[src/hdl/fesc_pkg.sv]
// Package with register map, command codes and timing for the flash erase host controller
package fesc_pkg;
    // APB register offsets (byte addresses)
    localparam logic [7:0] CTRL_OFF = 8'h00;
    localparam logic [7:0] ADDR_OFF = 8'h04;
    localparam logic [7:0] STAT_OFF = 8'h08;
    localparam logic [7:0] RDAT_OFF = 8'h0c;
    // Control register command field codes
    localparam logic [2:0] OP_NONE = 3'h0;
    localparam logic [2:0] OP_ERASE = 3'h1;
    localparam logic [2:0] OP_READ = 3'h2;
    localparam logic [2:0] OP_CLEAR = 3'h3;
    localparam logic [2:0] OP_SLEEP = 3'h4;
    localparam logic [2:0] OP_WAKE = 3'h5;
    localparam int CTRL_OP_LSB = 0;
    localparam int CTRL_OP_W = 3;
    // Flash command bytes
    localparam logic [7:0] CMD_ERASE_SETUP = 8'h20;
    localparam logic [7:0] CMD_ERASE_CONFIRM = 8'hd0;
    localparam logic [7:0] CMD_READ_ARRAY = 8'hff;
    localparam logic [7:0] CMD_READ_STATUS = 8'h70;
    localparam logic [7:0] CMD_CLEAR_STATUS = 8'h50;
    // Status byte bit positions
    localparam int SR_SUPPLY_LOW = 3;
    localparam int SR_PROG_FAIL = 4;
    localparam int SR_ERASE_FAIL = 5;
    localparam int SR_READY = 7;
    // Host status register bits
    localparam int HS_BUSY = 0;
    localparam int HS_ERR = 1;
    localparam int HS_SLEEP = 2;
    localparam int HS_SR_LSB = 8;
    // Bus timing: strobe width and wake-up time in ns
    localparam int CLK_NS = 5;
    localparam int STROBE_NS = 60;
    localparam int WAKE_NS = 400;
    localparam int STROBE_CYC = (STROBE_NS + CLK_NS - 1) / CLK_NS;
    localparam int WAKE_CYC = (WAKE_NS + CLK_NS - 1) / CLK_NS;
    localparam int ADDR_W = 19;
    localparam logic [7:0] RESET_ZERO = 8'h00;
endpackage

[src/hdl/fesc_host.sv]
// Host controller that drives a boot-block flash through its parallel pins
// How it works
// RULE1 - Erase starts with setup code written inside the target block
// RULE2 - Confirm code follows at an address inside the same block
// RULE3 - While busy, status is polled by strobing output enable; bit 7 ready
// RULE4 - Supply-low flag blocks further attempts until status cleared
// RULE5 - Program fail flag sticks until clear-status command
// RULE6 - Erase fail flag sticks until clear-status command
// RULE7 - Both fail flags together mean a bad command sequence
// RULE8 - Host clears status whenever an error flag is seen; the controller does not, it refuses erase until an OP_CLEAR or OP_SLEEP order
// RULE9 - After the erase series the host writes read-array; the controller writes it only when an OP_READ order starts a read
// RULE10 - Device active when chip enable low and sleep pin high
// RULE11 - Device idles low power after a read, outputs held
// RULE12 - Chip enable high in read mode gives standby, bus floats
// RULE13 - Deselection does not stop a running erase
// RULE14 - Sleep low during read floats outputs and powers down
// RULE15 - Sleep low during erase aborts it, contents invalid
// RULE16 - Sleep entry or power loss clears status byte
// RULE17 - Command interface wakes in read-array mode
// RULE18 - Writes need both write enable and chip enable low
// RULE19 - Contents change only after a full two-step sequence
// RULE20 - Sleep low makes the device ignore control pins
// RULE21 - Only host command writes alter the command state
// RULE22 - Host issues read-array before reading data after erase
// RULE23 - Block address latched at confirm write
// RULE24 - Bad supply at confirm: erase skipped, both flags set
// RULE25 - Non-confirm second write is a sequence error
//
// Added by the designer: the register addresses and the APB interface to the registers.
`timescale 1ns/100ps
`default_nettype none
module fesc_host (
    input wire logic pclk, // Bus clock, 200 MHz
    input wire logic presetn, // Async reset, active low
    input wire logic psel, // APB select
    input wire logic penable, // APB access phase
    input wire logic pwrite, // APB write
    input wire logic [7:0] paddr, // APB byte address
    input wire logic [31:0] pwdata, // APB write data
    output logic [31:0] prdata, // APB read data
    output logic pready, // APB ready
    output logic pslverr, // APB error on unmapped address
    output logic [18:0] flash_addr, // Flash address pins
    output logic [7:0] flash_dq_out, // Flash data driven
    output logic flash_dq_oe, // High while host drives data
    input wire logic [7:0] flash_dq_in, // Flash data read back
    output logic flash_ce_n, // Chip enable, active low
    output logic flash_oe_n, // Output enable, active low
    output logic flash_we_n, // Write enable, active low
    output logic deep_sleep_n // Sleep pin, active low
);
    typedef enum logic [5:0] {
        S_IDLE = 6'b000001,
        S_WR = 6'b000010,
        S_RD = 6'b000100,
        S_GAP = 6'b001000,
        S_WAKE = 6'b010000,
        S_DONE = 6'b100000
    } fesc_state_e;

    typedef enum logic [2:0] {
        P_SETUP = 3'h0,
        P_CONFIRM = 3'h1,
        P_POLL = 3'h2,
        P_SINGLE = 3'h3,
        P_READ = 3'h4
    } fesc_step_e;

    fesc_state_e state_reg, state_next;
    fesc_step_e step_reg, step_next;
    logic [2:0] op_reg, op_next;
    logic [18:0] addr_reg, addr_next;
    logic [7:0] sr_reg, sr_next;
    logic [7:0] rdat_reg, rdat_next;
    logic [7:0] cnt_reg, cnt_next;
    logic sleep_reg, sleep_next;
    logic [18:0] fa_reg, fa_next;
    logic [7:0] fd_reg, fd_next;
    logic oe_reg, oe_next, ce_reg, ce_next, rdn_reg, rdn_next, wen_reg, wen_next;
    logic [31:0] prdata_reg, prdata_next;
    logic pslverr_reg, pslverr_next;
    logic pready_reg, pready_next, wake_reg, wake_next;
    logic [7:0] dq_s1, dq_s2;

    // Status flags that demand a clear before retry
    function automatic logic sr_error(input logic [7:0] s);
        sr_error = s[fesc_pkg::SR_SUPPLY_LOW] | s[fesc_pkg::SR_PROG_FAIL]
                   | s[fesc_pkg::SR_ERASE_FAIL];
    endfunction

    // Data pins are asynchronous to pclk, so two stages before use
    always_ff @(posedge pclk or negedge presetn)
    begin
        if (!presetn)
        begin
            dq_s1 <= fesc_pkg::RESET_ZERO;
            dq_s2 <= fesc_pkg::RESET_ZERO;
        end
        else
        begin
            dq_s1 <= flash_dq_in;
            dq_s2 <= dq_s1;
        end
    end

    wire logic bus_wr = psel & penable & pwrite;
    // Reads and write errors are decoded in setup, so they stand at the access edge
    wire logic bus_rd = psel & ~penable & ~pwrite;
    wire logic bus_ws = psel & ~penable & pwrite;
    wire logic busy = ~state_reg[0];

    // Sequencer and register file next values
    always_comb
    begin
        state_next = state_reg;
        step_next = step_reg;
        op_next = op_reg;
        addr_next = addr_reg;
        sr_next = sr_reg;
        rdat_next = rdat_reg;
        cnt_next = cnt_reg;
        sleep_next = sleep_reg;
        fa_next = fa_reg;
        fd_next = fd_reg;
        oe_next = oe_reg;
        ce_next = ce_reg;
        rdn_next = rdn_reg;
        wen_next = wen_reg;
        prdata_next = prdata_reg;
        pslverr_next = 1'b0;
        pready_next = psel & ~penable; // Ready in every access phase, no wait states
        // Register writes; a new operation is only taken while idle
        if (bus_wr)
        begin
            unique case (paddr)
                fesc_pkg::CTRL_OFF:
                begin
                    if (!busy)
                    begin
                        op_next = pwdata[fesc_pkg::CTRL_OP_LSB +: fesc_pkg::CTRL_OP_W];
                        cnt_next = 8'h00;
                        unique case (op_next)
                            fesc_pkg::OP_ERASE:
                            begin
                                // Refuse a retry while an error is still latched [RULE8] [RULE4]
                                if (!sr_error(sr_reg) && !sleep_reg)
                                begin
                                    state_next = S_WR;
                                    step_next = P_SETUP;
                                    fa_next = addr_reg; // [RULE1]
                                    fd_next = fesc_pkg::CMD_ERASE_SETUP;
                                end
                            end
                            fesc_pkg::OP_READ:
                            begin
                                if (!sleep_reg)
                                begin
                                    state_next = S_WR;
                                    step_next = P_SINGLE;
                                    fa_next = addr_reg;
                                    fd_next = fesc_pkg::CMD_READ_ARRAY; // [RULE9] [RULE22]
                                end
                            end
                            fesc_pkg::OP_CLEAR:
                            begin
                                if (!sleep_reg)
                                begin
                                    state_next = S_WR;
                                    step_next = P_SINGLE;
                                    fd_next = fesc_pkg::CMD_CLEAR_STATUS;
                                    sr_next = fesc_pkg::RESET_ZERO;
                                end
                            end
                            fesc_pkg::OP_SLEEP:
                            begin
                                sleep_next = 1'b1; // [RULE14] [RULE15]
                                sr_next = fesc_pkg::RESET_ZERO; // [RULE16]
                            end
                            fesc_pkg::OP_WAKE:
                            begin
                                if (sleep_reg)
                                begin
                                    sleep_next = 1'b0;
                                    state_next = S_WAKE;
                                end
                            end
                            default:
                            begin
                                op_next = op_reg;
                            end
                        endcase
                    end
                end
                fesc_pkg::ADDR_OFF:
                begin
                    if (!busy)
                        addr_next = pwdata[fesc_pkg::ADDR_W-1:0];
                end
                default: op_next = op_reg;
            endcase
        end
        // Writes to status and data are dropped; only unmapped offsets are errors
        if (bus_ws)
            pslverr_next = (paddr != fesc_pkg::CTRL_OFF) && (paddr != fesc_pkg::ADDR_OFF)
                           && (paddr != fesc_pkg::STAT_OFF) && (paddr != fesc_pkg::RDAT_OFF);
        // Register reads, a snapshot taken in setup that stands through the access phase
        if (bus_rd)
        begin
            unique case (paddr)
                fesc_pkg::CTRL_OFF: prdata_next = {29'h0, op_reg};
                fesc_pkg::ADDR_OFF: prdata_next = {13'h0, addr_reg};
                fesc_pkg::STAT_OFF: prdata_next = {16'h0, sr_reg, 5'h0, sleep_reg,
                                                   sr_error(sr_reg), busy};
                fesc_pkg::RDAT_OFF: prdata_next = {24'h0, rdat_reg};
                default:
                begin
                    prdata_next = 32'h0;
                    pslverr_next = 1'b1;
                end
            endcase
        end
        // Pin sequencing, write strobe held for the strobe width, read strobe two cycles longer
        unique case (state_reg)
            S_IDLE:
            begin
                ce_next = 1'b1; // [RULE12]
                oe_next = 1'b0;
            end
            S_WR:
            begin
                ce_next = 1'b0; // [RULE10]
                wen_next = 1'b0; // [RULE18]
                oe_next = 1'b1;
                cnt_next = cnt_reg + 8'h01;
                if (cnt_reg == 8'(fesc_pkg::STROBE_CYC))
                begin
                    wen_next = 1'b1;
                    ce_next = 1'b1;
                    cnt_next = 8'h00;
                    state_next = S_GAP;
                end
            end
            S_RD:
            begin
                ce_next = 1'b0;
                rdn_next = 1'b0;
                oe_next = 1'b0;
                cnt_next = cnt_reg + 8'h01;
                if (cnt_reg == 8'(fesc_pkg::STROBE_CYC + 2))
                begin
                    // Sample after the two synchroniser stages settled
                    rdn_next = 1'b1; // [RULE3]
                    ce_next = 1'b1; // [RULE13]
                    cnt_next = 8'h00;
                    state_next = S_GAP;
                    if (step_reg == P_POLL)
                        sr_next = dq_s2;
                    else
                        rdat_next = dq_s2; // [RULE11]
                end
            end
            S_GAP:
            begin
                cnt_next = cnt_reg + 8'h01;
                if (cnt_reg == 8'(fesc_pkg::STROBE_CYC))
                begin
                    cnt_next = 8'h00;
                    unique case (step_reg)
                        P_SETUP:
                        begin
                            step_next = P_CONFIRM; // [RULE2] [RULE19] [RULE25]
                            fd_next = fesc_pkg::CMD_ERASE_CONFIRM; // [RULE23]
                            state_next = S_WR;
                        end
                        P_CONFIRM, P_POLL:
                        begin
                            if (step_reg == P_POLL && sr_reg[fesc_pkg::SR_READY])
                                state_next = S_DONE; // [RULE7] [RULE24]
                            else
                            begin
                                step_next = P_POLL;
                                state_next = S_RD;
                            end
                        end
                        P_SINGLE:
                        begin
                            if (fd_reg == fesc_pkg::CMD_READ_ARRAY)
                            begin
                                step_next = P_READ;
                                state_next = S_RD;
                            end
                            else
                                state_next = S_DONE; // [RULE21]
                        end
                        default: state_next = S_DONE;
                    endcase
                end
            end
            S_WAKE:
            begin
                cnt_next = cnt_reg + 8'h01; // [RULE17] [RULE20]
                if (cnt_reg == 8'(fesc_pkg::WAKE_CYC))
                begin
                    cnt_next = 8'h00;
                    state_next = S_DONE;
                end
            end
            S_DONE:
            begin
                state_next = S_IDLE;
                oe_next = 1'b0;
            end
            default: state_next = S_IDLE;
        endcase
        // Sleep pin gets a flop of its own so the output carries no gate
        wake_next = ~sleep_next;
    end

    // State registers
    always_ff @(posedge pclk or negedge presetn)
    begin
        if (!presetn)
        begin
            state_reg <= S_IDLE;
            step_reg <= P_SETUP;
            op_reg <= fesc_pkg::OP_NONE;
            addr_reg <= 19'h0;
            sr_reg <= fesc_pkg::RESET_ZERO;
            rdat_reg <= fesc_pkg::RESET_ZERO;
            cnt_reg <= 8'h00;
            sleep_reg <= 1'b0;
            fa_reg <= 19'h0;
            fd_reg <= fesc_pkg::RESET_ZERO;
            oe_reg <= 1'b0;
            ce_reg <= 1'b1;
            rdn_reg <= 1'b1;
            wen_reg <= 1'b1;
            prdata_reg <= 32'h0;
            pslverr_reg <= 1'b0;
            pready_reg <= 1'b0;
            wake_reg <= 1'b1;
        end
        else
        begin
            state_reg <= state_next;
            step_reg <= step_next;
            op_reg <= op_next;
            addr_reg <= addr_next;
            sr_reg <= sr_next;
            rdat_reg <= rdat_next;
            cnt_reg <= cnt_next;
            sleep_reg <= sleep_next;
            fa_reg <= fa_next;
            fd_reg <= fd_next;
            oe_reg <= oe_next;
            ce_reg <= ce_next;
            rdn_reg <= rdn_next;
            wen_reg <= wen_next;
            prdata_reg <= prdata_next;
            pslverr_reg <= pslverr_next;
            pready_reg <= pready_next;
            wake_reg <= wake_next;
        end
    end

    // Outputs straight from flops; ready rises in the access phase, no wait states
    assign prdata = prdata_reg;
    assign pready = pready_reg;
    assign pslverr = pslverr_reg;
    assign flash_addr = fa_reg;
    assign flash_dq_out = fd_reg;
    assign flash_dq_oe = oe_reg;
    assign flash_ce_n = ce_reg;
    assign flash_oe_n = rdn_reg;
    assign flash_we_n = wen_reg;
    assign deep_sleep_n = wake_reg;
endmodule
`default_nettype wire

[config.mk]
export PLATFORM = sky130hd
export DESIGN_NAME = fesc_host
export DESIGN_NICKNAME = d
export VERILOG_FILES = /design/src/hdl/fesc_pkg.sv /design/src/hdl/fesc_host.sv
export SDC_FILE = /design/constraint.sdc
export NUM_CORES = 1
export LEC_CHECK = 0
export ABC_CLOCK_PERIOD_IN_PS = 5770
export BUFFER_PORTS_ARGS = -buffer_cell sky130_fd_sc_hd__buf_2
export CAP_MARGIN = 5
export CORE_MARGIN = 4
export CORE_UTILIZATION = 45
export DETAILED_ROUTE_END_ITERATION = 10
export PLACE_DENSITY_LB_ADDON = 0.05
export SLEW_MARGIN = 20
export SYNTH_ARGS = -nofsm -noshare
export SYNTH_HDL_FRONTEND = slang
export SYNTH_SLANG_ARGS = --single-unit
export TNS_END_PERCENT = 20
[constraint.sdc]
create_clock -name pclk -period 5.77 [get_ports pclk]
set_clock_uncertainty 0.1 [all_clocks]
set_input_delay 0.8655 -clock pclk [delete_from_list [all_inputs] [get_ports pclk]]
set_output_delay 0.8655 -clock pclk [all_outputs]
set_load 0.02 [all_outputs]
==> results.md, run 1 <==
* Crit Path Category: in -> reg
* Seq/Total Area, Yosys at 56.0%
* GRT Util Overall at between 10% and 20%
* Largest stage delay on the critical path at 0.52 ns
* Post-layout nets at 621
* Worst hold path class: reg -> reg
* Post-route ant nets at 0
* CORE AREA at 12100 sq um
* Synth top area share at between 50% and 60%
* Die area at 14300 sq um
* Power Dens Cells at between 200 and 300 nW/um^2
* Port Buffers at 92
* Maximum VDD drop at 0.221 mV
* Minimum hold slack at between 0.2 and 0.25 ns
* Final setup violation count at 0
* Largest net degree at the start of global routing at 82
* Via/cell ratio at 5.19
* Largest cells by area after synthesis: dfrtp_1 (54%), mux2_2 (5.4%), mux2_4 (5.1%)
* Worst-Skew Late Latency at 0.40 ns
* Hold Path Sink: dq_s2[0]
* Starting Density at 46.2%
* Initial antenna violation count at 0
* Netlist cell types at around 60
* Yosys reg bits at roughly 130
* Area growth from synthesis to layout at 19.8%
* Worst setup SP type: input pin
* Share of power burned in registers at 44.9%
* Clock Path Buffers at 2
* H-tree depth at 4
* Cells after Synth at 479
* RSZ-0062 raised after global routing: false
* Post-Syn Area at 5600 sq um
* CTS Sinks at ~130
* Post-synth ARST share at 100%
* Status: finished clean
* Final Slew Violations at 0
* Hold_sp: dq_s1[0]
* Clock root cell: clkbuf_16
* Yosys top cell by area: dfrtp_1
* Routed WL at 12400 um
* Reg2reg start: state_reg[0]
* Cells along the critical path: buf_2 > nor4_2 > nand2_1 > nor2_1 > nand3_2 > mux2_2
* Relative slew margins at 41.9%
* WHS Path Cells at 0
* Fmax at 0.329 GHz
* Hold_buf cts at 0
* Final Critical Period at between 3 and 4 ns
* Critical Path End Type: register
* R2R Setup Slk at 2.91 ns
* Cts bufs inserted at 17
* Iter 0 DRT Violations at 263
* Post-synth EDFFs at 0
* Crit Reg-Reg Endpoint: flash_addr[11]
* I/O pins at 119
* Slowest-stage cell, CP: nand3_2
* Worst EP required at 5.96 ns
* Dominant synthesized flop cell: dfrtp_1
* Slew @ Worst Pin at between 0.8 and 0.9 ns
* Avg Cell Area, Syn at 11.7 sq um
* Fin area at around 6700 sq um
* R2R depth at 6
* Post-CTS Resized at 0
* Leak at 3.22 nW
* Sw power at slightly above 0.4 mW
* ANT cells at 0
* Ratio of cells with drive above 1 in the final layout at approximately 33%
* Combinational share of power at 3.7%
* Die Wd at 120 um
* Number of global-route vias before repair at 3806
* First-pass GRT wire length at 19700 um
* Grt ovf at 0
* Switching Fraction at 20.8%
* Gpl congestion at roughly 0.84
* Crit Path Max Fanout at 19
* CTS tree: yes
* Row count at 40
* Max-Cap Viols at 0
* Hold Vio Cnt, Final at 0
* Chip Height at 120 um
* CP arrival at 3.23 ns
* DP Area at 6110 sq um
* Int Pwr at between 1.5 and 2 mW
* Avg WL per Cell at 16.6 um
* Fraction of the cycle the final worst path needs at 52.8%
* DP HPWL at between 8000 and 9000 um
* Setup TNS at 0 ns
* Worst-path clk slew at 0.05 ns
* Power share of the clock group at 51.4%
* Synth Warn # at 0
* First-pass DRT Iterations at 4
* Via count at 3863
* Post-CTS setup buffers at 0
* DRC at 0
==> kinds of logic after synthesis <==
family,synth area share [%]
compound gates,13.3
xor+xnor,0.939
fa+ha+maj,0.671
buf+inv,4.63
flops,56.0
mux,11.3
other cells,0.0670
simple gates,13.2
==> routing by layer <==
layer	vias up	wire (um)	track usage [%]
li1	1874	-	-
met1	1882	5840	24.8
met2	99	5790	26.0
met3	8	625	5.18
met4	0	95	5.87
met5	-	0	0
==> metrics by stage <==
step	worst slack [ns]	total power [mW]	util [%]	instances
CTS	2.71	2.02	55.3	745
finish	2.73	1.99	55.4	745
global placement	2.38	0.984	50.5	714
global route	2.58	2.07	55.4	745
detailed placement	2.31	0.986	50.5	714
floorplan	2.92	0.952	-	491
==> cell usage after synthesis, types with 9 or more instances <==
library cell  count
buf_4            13
mux2_2           27
a22oi_1          15
dfrtp_1         120
nand3_1           9
nand2_1          47
a22o_1           13
mux2_4           19
a21oi_1          11
clkbuf_1         21
o21ai_0          28
o31ai_1          11
nor2_1           27
==> area by class of cell <==
type / instances / area [sq um]
timing repair buffer: 95 / 489
inverter: 9 / 33.8
sequential: 125 / 3130
multi-input combinational: 317 / 2260
fill: 1094 / 5410
tap: 168 / 210
clock inverter: 5 / 53.8
clock buffer: 26 / 529
==> cells in the final DEF (no fill, tap or decap), types with 5 or more instances in the layout <==
cell type | Yosys | final
a22oi_1 | 15 | 15
clkbuf_8 | 0 | 7
mux2_2 | 27 | 27
nand2b_1 | 5 | 5
o211ai_1 | 5 | 5
buf_2 | 3 | 91
o31ai_1 | 11 | 11
nor3_1 | 5 | 5
mux2_4 | 19 | 19
clkbuf_16 | 0 | 17
nand2_1 | 47 | 47
dfstp_2 | 5 | 5
nor2b_1 | 8 | 8
and3_1 | 6 | 6
conb_1 | 1 | 13
a21oi_1 | 11 | 11
xor2_1 | 5 | 5
nor2_1 | 27 | 27
o21ai_0 | 28 | 28
a22o_1 | 13 | 13
nand3_1 | 9 | 9
dfrtp_1 | 120 | 120
inv_1 | 8 | 8
==> power groups by stage <==
stage | Clock, mW | Sequential, mW | Combinational, mW
after global routing | 1.09 | 0.896 | 0.0842
final | 1.02 | 0.896 | 0.0744
after floorplan | 0 | 0.909 | 0.0424
after CTS | 1.05 | 0.896 | 0.0753
after global placement | 0 | 0.910 | 0.0742
after detailed placement | 0 | 0.911 | 0.0750
==> worst max-delay path, delay by kind of cell <==
kind / cells / cell delay (ns)
mux: 1 / 0.50
simple gates: 4 / 1.74
buf+inv: 1 / 0.10
==> worst max-delay path by stage <==
stage	startpoint	slack [ns]	endpoint	cells past startpoint
finish	paddr[1]	2.73	addr_reg[6]	6
global route	paddr[1]	2.58	addr_reg[6]	6
CTS	paddr[1]	2.71	addr_reg[6]	6
detailed placement	paddr[1]	2.31	addr_reg[6]	6
global placement	paddr[1]	2.38	addr_reg[7]	6
floorplan	paddr[3]	2.92	flash_addr[0]	6
(Power assumes the default switching activity.)
==> inputs of run 2 (changes only) <==
--- a/config.mk
+++ b/config.mk
@@ -5,7 +5,7 @@
 export SDC_FILE = /design/constraint.sdc
 export NUM_CORES = 1
 export LEC_CHECK = 0
-export ABC_CLOCK_PERIOD_IN_PS = 5770
+export ABC_CLOCK_PERIOD_IN_PS = 2600
 export BUFFER_PORTS_ARGS = -buffer_cell sky130_fd_sc_hd__buf_2
 export CAP_MARGIN = 5
 export CORE_MARGIN = 4
==> constraint.sdc (replaced) <==
create_clock -name pclk -period 2.6 [get_ports pclk]
set_clock_uncertainty 0.1 [all_clocks]
set_input_delay 0.39 -clock pclk [delete_from_list [all_inputs] [get_ports pclk]]
set_output_delay 0.39 -clock pclk [all_outputs]
set_load 0.02 [all_outputs]
==> results.md, run 2 (synthesis gave the netlist of run 1 again) <==
* Status: finished clean
* Post-route ant nets at 0 (unchanged)
* Critical Path End Type: register
* ANT cells at 0 (unchanged)
* Worst hold path class: in -> reg
* Area growth from synthesis to layout at 24.3%
* CTS Sinks at 125 (unchanged)
* Fraction of the cycle the final worst path needs at 96.8%
* Share of power burned in registers at 45.6% (+0.7 points)
* Relative slew margins at 54.8% (+13 points)
* Worst-path clk slew at 0.06 ns (about the same)
* Hold_sp: penable
* Clock root cell: clkbuf_16
* Final Slew Violations at 0 (unchanged)
* Crit Path Max Fanout at 10 (-9)
* Maximum VDD drop at 0.379 mV (+71%)
* Switching Fraction at 21.5% (+0.68 points)
* Final setup violation count at 0 (unchanged)
* Fillers at 1054 (-3.7%)
* Worst setup SP type: register
* Post-CTS Resized at 0 (unchanged)
* First-pass DRT Iterations at 4 (unchanged)
* First-pass GRT wire length at 20600 um (+4.8%)
* Worst EP required at 2.79 ns (-3.17 ns)
* Hold Vio Cnt, Final at 0 (unchanged)
* Most frequent cells in the layout: dfrtp_1 (120), buf_2 (91), nand2_1 (47)
* Grt ovf at 0 (unchanged)
* Fmax at between 0.3 and 0.4 GHz
* Clock Path Buffers at 2 (unchanged)
* H-tree depth at 4 (unchanged)
* Int Pwr at 3.42 mW (+120%)
* Avg WL per Cell at 16.5 um (-0.51%)
* Die Wd at 120 um (unchanged)
* Largest net degree at the start of global routing at 68 (-17%)
* Starting Density at 46.2% (unchanged)
* GRT Util Overall at 18.2% (+0.62 points)
* Iter 0 DRT Violations at 252 (-4.2%)
* CTS tree: yes
* DP HPWL at 9050 um (+3.9%)
* Setup TNS at 0 ns (unchanged)
* Reg2reg start: state_reg[0]
* Leak at 3.36 nW (+4.3%)
* Crit path from: state_reg[0]
* Most common cell after layout, fill and taps aside: dfrtp_1
* Row count at 40 (unchanged)
* Routed WL at 12800 um (+3.8%)
* Combinational share of power at 4.2% (+0.5 points)
* Die area at 14300 sq um (unchanged)
* Fin util at 57.5% (+2.1 points)
* Max-Cap Viols at 0 (unchanged)
* Via count at 4019 (+4.0%)
* Worst-Skew Late Latency at 0.41 ns (about the same)
* Power share of the clock group at 50.1% (-1.3 points)
* RSZ-0062 raised after global routing: false
* DRC at 0 (unchanged)
* Chip Height at 120 um (unchanged)
* Final Critical Period at approximately 2.5 ns
* Slew @ Worst Pin at 0.676 ns (-0.192 ns)
* CP arrival at 2.70 ns (-0.53 ns)
* Via/cell ratio at 5.17 (-0.25%)
* Crit Path Category: reg -> reg
* I/O pins at 119 (unchanged)
* Cts bufs inserted at 17 (unchanged)
* Post-layout nets at 652 (+5.0%)
* Tot Pwr at 4.35 mW (+120%)
* Number of global-route vias before repair at 3946 (+3.7%)
* Power Dens Cells at 626 nW/um^2 (+110%)
* CORE AREA at 12100 sq um (unchanged)
* Ratio of cells with drive above 1 in the final layout at 34.3% (+1.4 points)
* Port Buffers at 92 (unchanged)
* Sw power at 0.935 mW (+130%)
* Initial antenna violation count at 0 (unchanged)
* Gpl congestion at 0.865 (+3.4%)
run 2: critical path, stage by stage, from the launching register on:
cell and delay (ns):
dfstp_2 0.53, inv_2 0.04, or3_4 0.40, or4_4 0.51, a211oi_4 0.18, buf_4 0.17, buf_12 0.16, mux2_4 0.30
run 2: stage by stage:
stage               area, sq um  instances  setup slack (ns)  hold WS (ns)
floorplan                  5640        491            0.0940      -0.00559
CTS                        6910        773            0.0341        0.0664
global route               6960        777            0.0324        0.0756
finish                     6960        777            0.0838        0.0837
global placement           6270        732            0.0792         0.236
detailed placement         6270        732            0.0465         0.235
run 2: repair_timing:
item	4_1_cts	5_1_grt
endpoints found under the setup margin	0	11
hold buffers	9	0
buffers inserted	0	3
endpoints found under the hold margin	35	0
run 2: layout make-up:
class,instances,area [sq um],share of cell area (%)
sequential,125,3130,45.0
multi-input combinational,317,2250,32.3
timing repair buffer,126,783,11.3
clock buffer,25,485,6.98
tap,168,210,3.02
clock inverter,7,62.6,0.899
inverter,9,33.8,0.485
run 2: final timing paths:
check | end | slack (ns) | cells past startpoint
worst max-delay path | flash_addr[5] | 0.08 | 7
worst min-delay path | pready | 0.08 | 2
worst max register to register | flash_addr[5] | 0.08 | 7
worst min register to register | dq_s2[4] | 0.25 | 0
max in group asynchronous | addr_reg[7] | 1.32 | 3
min in group asynchronous | flash_addr[2] | 0.37 | 2
run 2: power groups by stage:
stage               clock [mW]  combinational, mW  sequential (mW)
global route              2.33              0.208             1.99
CTS                       2.23              0.188             1.99
finish                    2.18              0.185             1.99
floorplan                    0             0.0940             2.02
global placement             0              0.175             2.02
detailed placement           0              0.178             2.02
run 2: per-layer routing:
metal | GRT usage [%] | part of all wire (%) | vias to the layer above
met1 | 25.6 | 47 | 1969
li1 | - | - | 1949
met5 | 0 | 0 | -
met4 | 5.44 | 0.98 | 0
met3 | 5.09 | 4.1 | 11
met2 | 27.5 | 47 | 90
